## config.mk

```make
export PLATFORM = sky130hd
export DESIGN_NAME = ffr_ctrl
export DESIGN_NICKNAME = d
export VERILOG_FILES = /design/src/rtl/ffr_pkg.sv /design/src/rtl/ffr_ctrl.sv
export VERILOG_INCLUDE_DIRS = /design/src /design/src/rtl
export SDC_FILE = /design/constraint.sdc
export NUM_CORES = 1
export LEC_CHECK = 0
export BUFFER_PORTS_ARGS = -buffer_cell sky130_fd_sc_hd__buf_2
export CAP_MARGIN = 25
export CORE_ASPECT_RATIO = 0.6
export CORE_UTILIZATION = 25
export CTS_CLUSTER_SIZE = 16
export DETAILED_ROUTE_END_ITERATION = 16
export MAX_ROUTING_LAYER = met4
export PLACE_DENSITY = 0.39
export SLEW_MARGIN = 20
export SYNTH_ARGS = -nofsm -noshare
export SYNTH_HDL_FRONTEND = slang
export SYNTH_SLANG_ARGS = --single-unit
```

## constraint.sdc

```tcl
create_clock -name sys_clk -period 19.9 [get_ports sys_clk]
set_input_delay 3.98 -clock sys_clk [delete_from_list [all_inputs] [get_ports sys_clk]]
set_output_delay 3.98 -clock sys_clk [all_outputs]
set_load 0.005 [all_outputs]
```

## src/rtl/ffr_consts.svh

```systemverilog
/*
 Constants for the fault flag response controller: command codes,
 field positions, reset values and timing. Assumes an 8-bit data port.
*/
`ifndef FFR_CONSTS_SVH
`define FFR_CONSTS_SVH
// ==========================================
// Command codes
`define FFR_A_OUT_OV 16'h0041
`define FFR_A_OUT_UV 16'h0045
`define FFR_A_OT 16'h0050
`define FFR_A_IN_OV 16'h0056
`define FFR_A_IN_UV 16'h005a
`define FFR_A_IN_OC 16'h005c
`define FFR_A_ST_VOUT 16'h007a
`define FFR_A_ST_IN 16'h007c
`define FFR_A_ST_TEMP 16'h007d
`define FFR_A_PCL 16'hfe00
`define FFR_A_PIN_OV 16'hfe01
`define FFR_A_OPEN_LOOP 16'hfe02
// ==========================================
// Response field layout
`define FFR_TYPE_HI 7
`define FFR_TYPE_LO 6
`define FFR_RETRY_HI 5
`define FFR_RETRY_LO 3
`define FFR_DELAY_HI 2
`define FFR_DELAY_LO 0
`define FFR_SWCYC_HI 5
`define FFR_SWCYC_LO 4
`define FFR_ACT_RST 8'h00
// ==========================================
// Timing and thresholds
`define FFR_CLK_NS 10
`define FFR_DELAY_STEP_NS 10000
`define FFR_DELAY_STEP_CYC (`FFR_DELAY_STEP_NS / `FFR_CLK_NS)
`define FFR_OPEN_LOOP_MV 100
`define FFR_OPEN_LOOP_CODE 13'h010e
`endif

```

## src/rtl/ffr_pkg.sv

```systemverilog
/*
 Types of the fault flag response controller.
 Defines NSRC and NSTD itself and does not use ffr_consts.svh.
*/
package ffr_pkg;
    // ==========================================
    // Types and source counts
    typedef enum logic [1:0] {
        RESP_IGNORE = 2'h0,
        RESP_RETRY_DEB = 2'h1,
        RESP_RETRY = 2'h2,
        RESP_DISABLE = 2'h3
    } ffr_resp_t;
    typedef enum logic [4:0] {
        ST_RUN = 5'h01,
        ST_DELAY = 5'h02,
        ST_WAITSW = 5'h04,
        ST_LATCH = 5'h08,
        ST_HOLD = 5'h10
    } ffr_state_t;
    localparam int NSRC = 9;
    localparam int NSTD = 6;
endpackage : ffr_pkg

```

## src/rtl/ffr_ctrl.sv

```systemverilog
/*
 Fault status and response controller of a power-factor controller.
 Assumes comparator and pin flags arrive asynchronously, sense codes and
 the switching-cycle pulse come from logic on sys_clk, and the host
 reaches the registers through the command port at printed codes.
*/
`timescale 1ns/1ns
`include "ffr_consts.svh"
// Notes on behaviour
// - Output over/under voltage status bits follow limits
// - Input status reports line over/undervoltage
// - Line below turn-off sets bit, shuts down
// - Input overcurrent fault/warning and overpower status
// - Temperature fault and warning status bits
// - Six response registers: type, retry, delay
// - Type 00 ignores fault, supply runs
// - Types 01/10 shut down, retry; 01 debounces
// - Type 11 disables output until flag clears
// - Highest response type wins among concurrent faults
// - Lower fault served after higher one clears
// - Equal type: smallest retry setting wins
// - Pulse current limit always terminates PWM pulse
// - Pulse limit 01: restart after overcurrent delay
// - Pulse limit 10: wait cycles, off until request
// - Pulse limit 11: wait cycles, disable until clear
// - Pin OV/open loop 01: restart after OV delay
// - Pin OV/open loop 10 latch off; 00 ignore
// - Pin OV/open loop 11 disable until clear
// - Open loop when sense differs over 100 mV
// - Summary overvoltage is status OR pin flag
module ffr_ctrl #(
    parameter logic [15:0] DELAY_STEP_CYC = 16'(`FFR_DELAY_STEP_CYC)
) (
    input wire logic sys_clk,
    input wire logic reset,
    input wire logic outOvFaultIn,
    input wire logic outOvWarnIn,
    input wire logic outUvWarnIn,
    input wire logic outUvFaultIn,
    input wire logic lineOvFaultIn,
    input wire logic lineUvWarnIn,
    input wire logic lineUvFaultIn,
    input wire logic input_below_turnoff,
    input wire logic inOcFaultIn,
    input wire logic inOcWarnIn,
    input wire logic inOpWarnIn,
    input wire logic otFaultIn,
    input wire logic otWarnIn,
    input wire logic current_limit_pin,
    input wire logic pinOvIn,
    input wire logic power_on_request,
    input wire logic [11:0] ovSenseCode,
    input wire logic [11:0] feedback_sense_pin,
    input wire logic switchCycleStart,
    input wire logic [15:0] cmdAddr,
    input wire logic cmdWrite,
    input wire logic cmdRead,
    input wire logic [7:0] cmdWrData,
    output logic [7:0] cmdRdData,
    output logic pwmTerminate,
    output logic pwmDisable,
    output logic supplyOff,
    output logic softStartReq,
    output logic summaryOutOv,
    output logic line_good_flag,
    output logic open_loop_flag
);
    import ffr_pkg::*;

    typedef struct packed {
        logic [15:0] syncA;
        logic [15:0] syncB;
        logic pwrOnPrev;
        logic [NSRC-1:0][7:0] act;
        logic [NSTD-1:0][15:0] deb;
        logic [7:0] statVout;
        logic [7:0] statIn;
        logic [7:0] statTemp;
        ffr_state_t state;
        logic [3:0] src;
        logic [15:0] cnt;
        logic [2:0] retries;
        logic [7:0] rdData;
        logic pwmTerm;
        logic pwmOff;
        logic off;
        logic softStart;
        logic sumOv;
        logic lineGood;
        logic openLoop;
    } ffr_regs_t;

    ffr_regs_t r_ff;
    ffr_regs_t nxt_r;

    // ==========================================
    // Combinational helpers
    logic [15:0] rawPins;
    logic [NSRC-1:0] raw;
    logic [NSRC-1:0] eff;
    logic [3:0] best;
    logic found;
    logic pwrOnRise;
    logic [12:0] diff;

    // Asynchronous flags gathered for the two-stage synchroniser
    assign rawPins = {power_on_request, pinOvIn, current_limit_pin, otWarnIn, otFaultIn,
                      inOpWarnIn, inOcWarnIn, inOcFaultIn, input_below_turnoff,
                      lineUvFaultIn, lineUvWarnIn, lineOvFaultIn, outUvFaultIn,
                      outUvWarnIn, outOvWarnIn, outOvFaultIn};
    assign pwrOnRise = r_ff.syncB[15] & ~r_ff.pwrOnPrev;
    // Response sources in register order, then the three fast flags
    assign raw = {r_ff.openLoop, r_ff.syncB[14], r_ff.syncB[13], r_ff.syncB[8],
                  r_ff.syncB[6], r_ff.syncB[4], r_ff.syncB[11], r_ff.syncB[3],
                  r_ff.syncB[0]};
    // Signed distance between the two sense codes
    assign diff = 13'({1'b0, ovSenseCode}) - 13'({1'b0, feedback_sense_pin});

    function automatic logic [15:0] delayCyc(input logic [7:0] a);
        delayCyc = 16'(a[`FFR_DELAY_HI:`FFR_DELAY_LO] * DELAY_STEP_CYC);
    endfunction : delayCyc

    // Qualified flags and priority pick
    always_comb begin
        logic [1:0] bT;
        logic [2:0] bR;
        logic [1:0] t;
        logic [2:0] rt;
        t = 2'h0;
        rt = 3'h0;
        bT = 2'h0;
        bR = 3'h7;
        best = 4'h0;
        found = 1'b0;
        for (int i = 0; i < NSRC; i++) begin
            t = r_ff.act[i][`FFR_TYPE_HI:`FFR_TYPE_LO];
            rt = (i < NSTD) ? r_ff.act[i][`FFR_RETRY_HI:`FFR_RETRY_LO] : 3'h0;
            // Type 01 on a standard fault only counts once debounced
            if (i < NSTD && t == RESP_RETRY_DEB) begin
                eff[i] = raw[i] && (r_ff.deb[i] >= delayCyc(r_ff.act[i]));
            end else begin
                eff[i] = raw[i] && (t != RESP_IGNORE);
            end
            if (eff[i] && (t > bT || (t == bT && rt < bR))) begin
                bT = t;
                bR = rt;
                best = 4'(i);
                found = 1'b1;
            end
        end
    end

    // Next-state logic for every register of the block
    always_comb begin
        logic [1:0] t;
        t = r_ff.act[r_ff.src][`FFR_TYPE_HI:`FFR_TYPE_LO];
        nxt_r = r_ff;
        nxt_r.syncA = rawPins;
        nxt_r.syncB = r_ff.syncA;
        nxt_r.pwrOnPrev = r_ff.syncB[15];
        nxt_r.softStart = 1'b0;
        // Debounce counters saturate so a long fault never wraps back
        for (int i = 0; i < NSTD; i++) begin
            if (!raw[i]) begin
                nxt_r.deb[i] = 16'h0000;
            end else if (r_ff.deb[i] != 16'hffff) begin
                nxt_r.deb[i] = r_ff.deb[i] + 16'h0001;
            end
        end
        // Live status bits
        nxt_r.statVout = {r_ff.syncB[0], r_ff.syncB[1], r_ff.syncB[2],
                          r_ff.syncB[3], 4'h0};
        nxt_r.statIn = {r_ff.syncB[4], 1'b0, r_ff.syncB[5], r_ff.syncB[6],
                        r_ff.syncB[7],
                        r_ff.syncB[8], r_ff.syncB[9], r_ff.syncB[10]};
        nxt_r.statTemp = {r_ff.syncB[11], r_ff.syncB[12], 6'h00};
        nxt_r.pwmTerm = r_ff.syncB[13];
        nxt_r.sumOv = r_ff.syncB[0] | r_ff.syncB[14];
        nxt_r.lineGood = ~r_ff.syncB[7];
        // Magnitude beyond the threshold in either direction
        nxt_r.openLoop = diff[12] ? ((~diff + 13'h0001) > `FFR_OPEN_LOOP_CODE)
                                  : (diff > `FFR_OPEN_LOOP_CODE);
        // Host writes and registered reads
        if (cmdWrite) begin
            unique case (cmdAddr)
                `FFR_A_OUT_OV: nxt_r.act[0] = cmdWrData;
                `FFR_A_OUT_UV: nxt_r.act[1] = cmdWrData;
                `FFR_A_OT: nxt_r.act[2] = cmdWrData;
                `FFR_A_IN_OV: nxt_r.act[3] = cmdWrData;
                `FFR_A_IN_UV: nxt_r.act[4] = cmdWrData;
                `FFR_A_IN_OC: nxt_r.act[5] = cmdWrData;
                `FFR_A_PCL: nxt_r.act[6] = cmdWrData;
                `FFR_A_PIN_OV: nxt_r.act[7] = cmdWrData;
                `FFR_A_OPEN_LOOP: nxt_r.act[8] = cmdWrData;
                default: ;
            endcase
        end
        if (cmdRead) begin
            unique case (cmdAddr)
                `FFR_A_OUT_OV: nxt_r.rdData = r_ff.act[0];
                `FFR_A_OUT_UV: nxt_r.rdData = r_ff.act[1];
                `FFR_A_OT: nxt_r.rdData = r_ff.act[2];
                `FFR_A_IN_OV: nxt_r.rdData = r_ff.act[3];
                `FFR_A_IN_UV: nxt_r.rdData = r_ff.act[4];
                `FFR_A_IN_OC: nxt_r.rdData = r_ff.act[5];
                `FFR_A_PCL: nxt_r.rdData = r_ff.act[6];
                `FFR_A_PIN_OV: nxt_r.rdData = r_ff.act[7];
                `FFR_A_OPEN_LOOP: nxt_r.rdData = r_ff.act[8];
                `FFR_A_ST_VOUT: nxt_r.rdData = r_ff.statVout;
                `FFR_A_ST_IN: nxt_r.rdData = r_ff.statIn;
                `FFR_A_ST_TEMP: nxt_r.rdData = r_ff.statTemp;
                default: nxt_r.rdData = 8'h00;
            endcase
        end
        // Response sequencer
        unique case (r_ff.state)
            ST_RUN: begin
                if (!found) begin
                    nxt_r.retries = 3'h0;
                end else begin
                    nxt_r.src = best;
                    t = r_ff.act[best][`FFR_TYPE_HI:`FFR_TYPE_LO];
                    if (best >= 4'(NSTD)) begin
                        if (t == RESP_RETRY_DEB) begin
                            nxt_r.state = ST_DELAY;
                            nxt_r.cnt = delayCyc(best == 4'h6 ? r_ff.act[5] : r_ff.act[0]);
                        end else if (best == 4'h6) begin
                            nxt_r.state = ST_WAITSW;
                            nxt_r.cnt = {14'h0000,
                                         r_ff.act[6][`FFR_SWCYC_HI:`FFR_SWCYC_LO]};
                        end else begin
                            nxt_r.state = (t == RESP_RETRY) ? ST_LATCH : ST_HOLD;
                        end
                    end else if (t == RESP_DISABLE) begin
                        nxt_r.state = ST_HOLD;
                    end else if (r_ff.retries <
                                 r_ff.act[best][`FFR_RETRY_HI:`FFR_RETRY_LO]) begin
                        nxt_r.state = ST_DELAY;
                        nxt_r.cnt = delayCyc(r_ff.act[best]);
                        nxt_r.retries = r_ff.retries + 3'h1;
                    end else begin
                        nxt_r.state = ST_LATCH;
                    end
                end
            end
            ST_DELAY: begin
                if (r_ff.cnt != 16'h0000) begin
                    nxt_r.cnt = r_ff.cnt - 16'h0001;
                end else if (!r_ff.syncB[7]) begin
                    nxt_r.softStart = 1'b1;
                    nxt_r.state = ST_RUN;
                end
            end
            ST_WAITSW: begin
                // Flag gone before the count ran out: nothing to do
                if (!raw[r_ff.src]) begin
                    nxt_r.state = ST_RUN;
                end else if (r_ff.cnt == 16'h0000) begin
                    nxt_r.state = (t == RESP_RETRY) ? ST_LATCH : ST_HOLD;
                end else if (switchCycleStart) begin
                    nxt_r.cnt = r_ff.cnt - 16'h0001;
                end
            end
            ST_LATCH: begin
                if (pwrOnRise) begin
                    nxt_r.softStart = 1'b1;
                    nxt_r.retries = 3'h0;
                    nxt_r.state = ST_RUN;
                end
            end
            ST_HOLD: begin
                // Can stall forever if the flag never clears
                if (!raw[r_ff.src]) begin
                    nxt_r.state = ST_RUN;
                end
            end
        endcase
        // Line below turn-off overrides everything and restarts softly
        if (r_ff.syncB[7]) begin
            nxt_r.state = ST_DELAY;
            nxt_r.cnt = 16'h0000;
        end
        nxt_r.off = (nxt_r.state == ST_DELAY) || (nxt_r.state == ST_LATCH);
        nxt_r.pwmOff = nxt_r.off || (nxt_r.state == ST_HOLD);
    end

    // State register
    always_ff @(posedge sys_clk) begin
        if (reset) begin
            r_ff <= '0;
            r_ff.state <= ST_RUN;
            r_ff.lineGood <= 1'b1;
            for (int i = 0; i < NSRC; i++) begin
                r_ff.act[i] <= `FFR_ACT_RST;
            end
        end else begin
            r_ff <= nxt_r;
        end
    end

    assign cmdRdData = r_ff.rdData;
    assign pwmTerminate = r_ff.pwmTerm;
    assign pwmDisable = r_ff.pwmOff;
    assign supplyOff = r_ff.off;
    assign softStartReq = r_ff.softStart;
    assign summaryOutOv = r_ff.sumOv;
    assign line_good_flag = r_ff.lineGood;
    assign open_loop_flag = r_ff.openLoop;

    // ==========================================
    // Assertions
    property p_vout;
        @(posedge sys_clk) disable iff (reset)
        r_ff.syncB[0] |=> r_ff.statVout[7];
    endproperty
    a_vout: assert property (p_vout) else $error("vout fault bit missing");
    property p_lineov;
        @(posedge sys_clk) disable iff (reset) r_ff.syncB[4] |=> r_ff.statIn[7];
    endproperty
    a_lineov: assert property (p_lineov) else $error("line ov bit missing");
    property p_below;
        @(posedge sys_clk) disable iff (reset)
        r_ff.syncB[7] |=> supplyOff && !line_good_flag;
    endproperty
    a_below: assert property (p_below) else $error("no shutdown below turn-off");
    property p_oc;
        @(posedge sys_clk) disable iff (reset) r_ff.syncB[8] |=> r_ff.statIn[2];
    endproperty
    a_oc: assert property (p_oc) else $error("input oc bit missing");
    property p_ot;
        @(posedge sys_clk) disable iff (reset) $rose(r_ff.syncB[11]) |=> r_ff.statTemp[7];
    endproperty
    a_ot: assert property (p_ot) else $error("ot bit missing");
    property p_idle;
        @(posedge sys_clk) disable iff (reset)
        r_ff.state == ST_RUN && !found && !r_ff.syncB[7] |=> r_ff.state == ST_RUN;
    endproperty
    a_idle: assert property (p_idle) else $error("left run with no fault");
    property p_hold;
        @(posedge sys_clk) disable iff (reset)
        r_ff.state == ST_HOLD && raw[r_ff.src] && !r_ff.syncB[7] |=> pwmDisable;
    endproperty
    a_hold: assert property (p_hold) else $error("pwm not held off");
    property p_term;
        @(posedge sys_clk) disable iff (reset)
        current_limit_pin |-> ##3 pwmTerminate;
    endproperty
    a_term: assert property (p_term) else $error("pulse not terminated");
    property p_latch;
        @(posedge sys_clk) disable iff (reset)
        r_ff.state == ST_LATCH && !pwrOnRise && !r_ff.syncB[7] |=> supplyOff;
    endproperty
    a_latch: assert property (p_latch) else $error("latched off released");
    property p_sumov;
        @(posedge sys_clk) disable iff (reset)
        (r_ff.syncB[0] || r_ff.syncB[14]) |=> summaryOutOv;
    endproperty
    a_sumov: assert property (p_sumov) else $error("summary ov missing");
    property p_restart;
        @(posedge sys_clk) disable iff (reset) softStartReq |-> $past(supplyOff);
    endproperty
    a_restart: assert property (p_restart) else $error("soft start while running");
    property p_waitsw;
        @(posedge sys_clk) disable iff (reset)
        r_ff.state == ST_WAITSW && raw[r_ff.src] && r_ff.cnt != 16'h0000 && !r_ff.syncB[7]
            |=> r_ff.state == ST_WAITSW;
    endproperty
    a_waitsw: assert property (p_waitsw) else $error("left switch wait early");
    c_waitsw: cover property (@(posedge sys_clk) r_ff.state == ST_WAITSW ##1 r_ff.state == ST_HOLD);
    c_hold: cover property (@(posedge sys_clk) r_ff.state == ST_HOLD);
    c_latch: cover property (@(posedge sys_clk) r_ff.state == ST_LATCH ##[1:50] softStartReq);
    c_delay: cover property (@(posedge sys_clk) r_ff.state == ST_DELAY ##1 softStartReq);
endmodule : ffr_ctrl

```

==> results list, run 1 <==
- The clock reaches the later pin of the worst-skew pair after 610 ps.
* Starting DRC count in detailed routing: 1321
- Maximum level of the CTS H-tree: 1
- The die is 349.9 um wide.
- The share of the Yosys chip area taken by registers is 0.2834.
- The final-report hold violation count was 0.
- Setup violations remaining at the end of the flow were counted as 0.
- The net count of the finished layout is 2608.
- In the final routed layout, each cell accounts on average for 20.11 um.
* Critical path peak fanout: 22
* Static Leakage: 8.139 nW
- Summed over all nets, the switching power comes to 0.2866 mW.
- Summed over all nets, the half-perimeter wirelength after detailed placement is 52130 um.
- Max_slew headroom: 0.3021
- Share of final-layout standard cells stronger than drive strength 1: 0.1088
* Signal arrival time at the worst endpoint: 19240 ps
* Run status: finished, final reports clean
* Floorplan die height: 210.7 um
- RD Place Congestion: 0.9944
- Sorting the synthesized cells by how often they occur yields sky130_fd_sc_hd__dfxtp_1 (257), sky130_fd_sc_hd__nand2_1 (234), sky130_fd_sc_hd__a21oi_1 (228).
- The mapped netlist covers 18160 um^2.
* Number of buffers inserted by port buffering: 83
- The setup path with the least slack is of type register to register.
- Worst supply voltage drop on vdd: 0.06063 mV
- Antenna violations before repair: 3
- Data required time of the critical path: 20440 ps
- Counting stages on the worst path, the most repeated cell is sky130_fd_sc_hd__a21oi_1.
- Clock tree from TritonCTS: yes
- Dividing the detail-routed via count by the number of cells gives 5.052.
* Achievable frequency: 0.05347 GHz
- Fin. max-slew vios: 0
* Number of ports placed on the die boundary: 84
- After synthesis, the netlist uses 97 different library cells.
- Total Wirelength: 66930 um
* Maximum cell stage delay along the critical path: 630 ps
- Sequential power share: 0.435
* Ranking of synthesized cells by area: sky130_fd_sc_hd__dfxtp_1 (28%), sky130_fd_sc_hd__ha_1 (12%), sky130_fd_sc_hd__a21oi_1 (6.3%)
* Synth Flop Type: sky130_fd_sc_hd__dfxtp_1
- Pre-CTS setup slack: 98.96 ps
- Synthesized flop and latch total: 257
- The die covers 73740 um^2.
- Of the total power, the share spent switching nets is 0.2381.
* Max Clock Skew: 10.88 ps
- Overall Global Routing Usage: 0.1861
- Overflow after GRT: 0
- Counting every net in the synthesized netlist gives 2551.
* Total via count after detailed routing: 16810
- Setup repair after global routing left no endpoint under its margin.
- CP endpoint kind: register
- Internal Dissipation: 0.9170 mW
- The first global-routing pass estimated 101700 um of wire.
- CTS saw 257 sinks.
- Proportion of power drawn by the clock network: 0.515
- For this run, the number of Yosys warnings is 0.
- The most common cell in the synthesized netlist is sky130_fd_sc_hd__dfxtp_1.
- Nature of the critical path startpoint: register
- For this design the ratio of total power to cell area is 57.43 nW/um^2.
- Post-synthesis cell count: 2274
* Count of hold-fix buffers inserted at cts: 0
* Mean Syn Cell Area: 7.984 um^2
- For this configuration, the core starts out at a cell density of 0.2529.
- The via count of the first global-routing pass came to 15970.
* Number of diodes added for antenna fixing: 0
- Clock-pin slew was measured on the worst setup and hold paths at 60 ps.
- For this design, the slowest cell found on the critical path is sky130_fd_sc_hd__fa_2.
* Final Core Density: 0.2919
* Final total negative setup slack: 0 ps
* Detailed Routing Iterations Pass 1: 5
- The longest clock path from root to sink contains 3 buffers.
- The clock period could shrink to 18700 ps.
* Flop2flop setup slack: 1200 ps
- CTS placed an instance of sky130_fd_sc_hd__clkbuf_16 at the clock tree root.
- Site Rows: 76
- Remaining number of nets flagged by the antenna check after routing: 0
- After detailed routing, the number of remaining DRC violations is 0.
* Layout Cell Area excl Fill: 20960 um^2
- Final setup slack of the worst path: 1198 ps
- Min-Delay Path Class: register to register
* Portion of total power attributed to combinational logic: 0.050
* Fraction of registers with async set/reset: 0
- Buffers inserted during clock tree synthesis total 29.
- Relative to the synthesized area, the layout overhead comes to 15.44%.
- Summed over all instances, the cell type with the most area after synthesis is sky130_fd_sc_hd__dfxtp_1.
- Number of maximum-capacitance constraint violations: 0
* Number of enable-type register cells in the synthesized netlist: 0
* Core region area: 71790 um^2
* Least-Margin Pin Slew: 1043 ps
- Tot Pwr: 1.204 mW
* Final critical-path share of the clock period: 0.9398
- Fraction of synthesized cell area taken by the top area cell type: 0.2834
* Cell area after placement: 19680 um^2
- Pin count of the biggest net entering global routing: 68
## power groups by stage
| stage | Clock (mW) | Combinational (mW) | Sequential (mW) |
|---|---|---|---|
| 3_3_place_gp | 0 | 0.0594 | 0.535 |
| 3_5_place_dp | 0 | 0.0601 | 0.535 |
| 5_1_grt | 0.664 | 0.0671 | 0.524 |
| 6_report | 0.620 | 0.0597 | 0.524 |
| 2_1_floorplan | 0 | 0.0389 | 0.532 |
| 4_1_cts | 0.643 | 0.0604 | 0.524 |
## sequential cells by signal, summed over array words and instances (netlist names)
register	flops
open_loop_flag	1
summaryOutOv	1
r_ff	211
cmdRdData	8
nxt_r	31
pwmTerminate	1
softStartReq	1
supplyOff	1
pwmDisable	1
line_good_flag	1
## worst max-delay path, delay by kind of cell (launching register included)
| family | cells | cell delay [ps] |
|---|---|---|
| buffers and inverters | 8 | 1050 |
| adder cells (fa/ha/maj) | 14 | 4880 |
| AO/OA/AOI/OAI | 41 | 7490 |
| flip-flops | 1 | 330 |
| AND/OR/NAND/NOR | 25 | 3480 |
| XOR/XNOR | 1 | 160 |
| multiplexers | 4 | 1230 |
## layout make-up
class | count | area (um^2)
fillers | 7789 | 50830
multi-input cells | 1752 | 12150
repair buffers | 125 | 737.0
clock buffers | 39 | 843.3
clock inverters | 14 | 242.7
well taps | 975 | 1220
inverters | 166 | 623.1
flip-flops and latches | 257 | 5145
## metal layers
metal / part of all wire / track usage / vias up
li1: - / - / 8168
met1: 0.54 / 0.2975 / 8091
met2: 0.37 / 0.2376 / 490
met3: 0.082 / 0.03461 / 64
met4: 0.012 / 0.02253 / 0
met5: 0 / - / -
## repair_timing
| action | 4_1_cts | 5_1_grt |
|---|---|---|
| setup endpoints to repair | 0 | 23 |
| resized for setup | 0 | 44 |
| buffers inserted | 0 | 5 |
## cell usage in the layout (no fill, tap or decap), types with 35 or more instances in the layout
master / count
sky130_fd_sc_hd__a21oi_1: 222
sky130_fd_sc_hd__buf_2: 82
sky130_fd_sc_hd__buf_4: 42
sky130_fd_sc_hd__dfxtp_1: 257
sky130_fd_sc_hd__ha_1: 175
sky130_fd_sc_hd__inv_1: 166
sky130_fd_sc_hd__nand2_1: 233
sky130_fd_sc_hd__nand3_1: 104
sky130_fd_sc_hd__nor2_1: 191
sky130_fd_sc_hd__nor2b_1: 68
sky130_fd_sc_hd__nor3_1: 43
sky130_fd_sc_hd__o21ai_0: 78
sky130_fd_sc_hd__xnor2_1: 35
sky130_fd_sc_hd__xor2_1: 55
## kinds of logic (layout without fill, tap and decap cells)
group	Yosys count	count (layout)	synth area share
xor+xnor	90	90	0.04342
compound gates	583	583	0.2099
flops	257	257	0.2834
simple gates	820	820	0.2188
mux	47	47	0.02784
fa+ha+maj	212	212	0.1592
buf+inv	265	344	0.05747
## path summary, 6_finish.rpt
| path | from | cells after the start | to |
|---|---|---|---|
| hold / removal | nxt_r[49] | 1 | r_ff[49] |
| setup / recovery | r_ff[163] | 93 | r_ff[26] |
| setup reg to reg | r_ff[163] | 93 | r_ff[26] |
| hold reg to reg | nxt_r[49] | 1 | r_ff[49] |
## per-stage QoR
step | hold WS [ps] | std cells
global route | 460.1 | 3328
detailed placement | 423.1 | 3270
finish | 436.4 | 3328
CTS | 438.3 | 3323
global placement | 426.3 | 3270
floorplan | 413.8 | 2274
Note: power is estimated with default switching activity, not from simulation.
==> run 2, diff against run 1 <==
--- a/config.mk
+++ b/config.mk
@@ -8,12 +8,15 @@
 export LEC_CHECK = 0
 export BUFFER_PORTS_ARGS = -buffer_cell sky130_fd_sc_hd__buf_2
 export CAP_MARGIN = 25
+export CELL_PAD_IN_SITES_DETAIL_PLACEMENT = 2
+export CELL_PAD_IN_SITES_GLOBAL_PLACEMENT = 2
 export CORE_ASPECT_RATIO = 0.6
 export CORE_UTILIZATION = 25
 export CTS_CLUSTER_SIZE = 16
 export DETAILED_ROUTE_END_ITERATION = 16
 export MAX_ROUTING_LAYER = met4
-export PLACE_DENSITY = 0.39
+export PLACE_DENSITY = 0.57
+export SETUP_SLACK_MARGIN = 0.5
 export SLEW_MARGIN = 20
 export SYNTH_ARGS = -nofsm -noshare
 export SYNTH_HDL_FRONTEND = slang
==> run 2 against run 1 <==
Critical path depth grew 3. Cell count increased by 1.1%. Final area grew 1.5%. First-iteration DRC count decreased by 17%. Flip-flop and latch count is the same. Via count is 4.3% higher. Sequential power barely moved. Clock skew is 14 ps higher. Wire length rose by 12%. Critical endpoint is now r_ff[17]. Highest routed layer unchanged.
==> results list, run 2 (synthesis results as in run 1) <==
- The die span in y was 210.7 um (unchanged).
- Antenna violations before repair: 4 (+1)
* Remaining number of nets flagged by the antenna check after routing: 0 (unchanged)
- The first-pass GRT wire length is 114700 um (+13%).
- Total Wirelength: 74960 um (+12%)
* Overall Global Routing Usage: 0.2081 (+0.02197)
- The share of the clock period used by the worst path after layout is 0.9258 (-0.01406).
- The via count of the first global-routing pass came to 18470 (+16%).
- Achievable frequency: 0.05428 GHz (+1.5%)
- The clock network power share is 0.504 (-0.011).
* Final critical path time including I/O delays and setup: 18420 ps (-279.8 ps)
- RD Place Congestion: 0.9205 (-7.4%)
- Max_slew headroom: 0.2174 (-0.08471)
- The number of detailed-routing iterations run before antenna repair is 5 (unchanged).
* Clock latency on the worst-skew pair: 620 ps (about the same)
- Portion of total power attributed to combinational logic: 0.053 (+0.003)
- r_ff holds more flip-flops than any other register.
- Max Root-Sink Buffers: 3 (unchanged)
- Most common library cell in the layout ignoring fill and taps: sky130_fd_sc_hd__dfxtp_1
- The clock-pin slew of the registers on the worst-case setup and hold paths was 70 ps (about the same).
- STA classifies the critical path startpoint as a register.
- The quantity of I/O buffers inserted on ports was 83 (unchanged).
- Max FFs per register: 211 (unchanged)
* Fillers: 8215 (+5.5%)
- Critical path peak fanout: 9 (-59%)
- Final setup slack of the worst path: 1477 ps (+279.8 ps)
* Total via count after detailed routing: 17530 (+4.3%)
- Switching fraction of total power: 0.2568 (+0.01864)
- The power density over cell area came to 55.56 nW/um^2 (-3.3%).
- Top library cells by usage in the layout, fill and taps aside: sky130_fd_sc_hd__dfxtp_1 (256), sky130_fd_sc_hd__nand2_1 (233), sky130_fd_sc_hd__a21oi_1 (217)
- The standby leakage power is 8.305 nW (+2.0%).
- Total number of clock tree sinks: 257 (unchanged)
- Maximum cell stage delay along the critical path: 620 ps (about the same)
* Final total negative setup slack: 0 ps (unchanged)
- The instance count after placement with tap cells included is 3271 (+0.031%).
- The number of DRC violations after detailed routing came to 0 (unchanged).
- The min-delay analysis places its worst path in the category register to register.
* Die outline area: 73740 um^2 (unchanged)
- Pin count of the biggest net entering global routing: 71 (+4.4%)
- The slowest stage of the critical path is the sky130_fd_sc_hd__fa_2 cell.
- Pre-CTS setup slack: -508.6 ps (-607.5 ps)
- The number of H-tree levels came to 1 (unchanged).
- Final hold vios: 0 (unchanged)
- Clock tree from TritonCTS: yes
* Starting DRC count in detailed routing: 1093 (-17%)
- Die boundary width: 349.9 um (unchanged)
- The via density per instance came to 5.210 (+3.1%).
* Switching power summed over all nets: 0.3033 mW (+5.8%)
- The cts-stage hold buffer count came to 0 (unchanged).
- Number of ports placed on the die boundary: 84 (unchanged)
- The fraction of final layout cells sized beyond drive strength 1 came to 0.1289 (+0.02013).
- Least-Margin Pin Slew: 1170 ps (+126.6 ps)
- Starting Density: 0.2529 (unchanged)
- Internal Dissipation: 0.8780 mW (-4.3%)
- The HPWL after detailed placement is 58410 um (+12%).
- Number of buffers inserted during clock tree synthesis: 30 (+3.4%)
- The placeable core area came to 71790 um^2 (unchanged).
* Overflow after GRT: 0 (unchanged)
- The final number of max-transition violations came to 0 (unchanged).
- Hold slack: 436.2 ps (-0.2520 ps)
- Signal arrival time at the worst endpoint: 18970 ps (-270 ps)
* Average wire length per cell after detail routing: 22.28 um (+11%)
* Tot Pwr: 1.181 mW (-1.9%)
- The sequential fraction of design power is 0.443 (+0.008).
* Synth-to-Final Area Change: 17.12%
* CP endpoint kind: register
- The run finished with clean final reports.
* CTS root buffer: sky130_fd_sc_hd__clkbuf_16
- Worst supply voltage drop on vdd: 0.06376 mV (+5.2%)
* Site Rows: 76 (unchanged)
* Kind of critical path: register to register
- Setup repair after global routing missed its margin: false
- The final instance count without filler cells was 3365 (+1.1%).
- Final nets: 2642 (+1.3%)
* Number of maximum-capacitance constraint violations: 0 (unchanged)
- Setup violation total in the final timing report: 0 (unchanged)
- The data required time of the worst path was 20450 ps (about the same).
* Max Clock Skew: 24.80 ps (+13.92 ps)
-- run 2: path summary, 6_finish.rpt --
path / startpoint / end / slack [ps] / cells past startpoint
max: r_ff[165] / r_ff[17] / 1480 / 96
min: nxt_r[52] / r_ff[52] / 440 / 1
max reg2reg: r_ff[165] / r_ff[17] / 1480 / 96
min reg2reg: nxt_r[52] / r_ff[52] / 440 / 1
-- run 2: metrics by stage --
| stage | utilization | area, um^2 |
|---|---|---|
| floorplan | - | 18160 |
| global placement | 0.2742 | 19680 |
| detailed placement | 0.2742 | 19680 |
| CTS | 0.2901 | 20830 |
| global route | 0.2962 | 21260 |
| finish | 0.2962 | 21260 |
-- run 2: routing by layer --
metal  wire length [um]  global-route usage
met5                  0                   -
met4               1300             0.03826
met3               3409             0.03047
met1              39830              0.3119
met2              30420              0.2921
-- run 2: final cells by class --
class	count	area, um^2	share of cell area
multi-input combinational	1752	12250	0.5759
clock inverter	19	211.5	0.009944
tap	975	1220	0.05737
antenna	1	2.502	0.0001177
timing repair buffer	158	988.4	0.04648
sequential	257	5146	0.2420
clock buffer	37	827.0	0.03889
inverter	166	623.1	0.02930
-- run 2: power by group through the flow --
| stage | sequential [mW] | clock, mW | combinational, mW |
|---|---|---|---|
| final | 0.523 | 0.596 | 0.0623 |
| after global routing | 0.523 | 0.639 | 0.0697 |
| after CTS | 0.523 | 0.621 | 0.0633 |
| after detailed placement | 0.535 | 0 | 0.0630 |
| after global placement | 0.535 | 0 | 0.0606 |
| after floorplan | 0.532 | 0 | 0.0389 |
-- run 2: repair_timing --
item                                    CTS  global route
pin swaps                                 2            25
resized for setup                        24            46
setup buffers                             3            34
endpoints found under the setup margin   23            23
gates cloned                              0             0
-- run 2: critical path: cells and delay by family, from the launching register on --
kind            cells  cell delay (ps)
buf+inv            11             1340
fa+ha+maj          12             3790
compound gates     46             8210
flops               1              330
xor+xnor            1              170
simple gates       24             3750
mux                 2              770
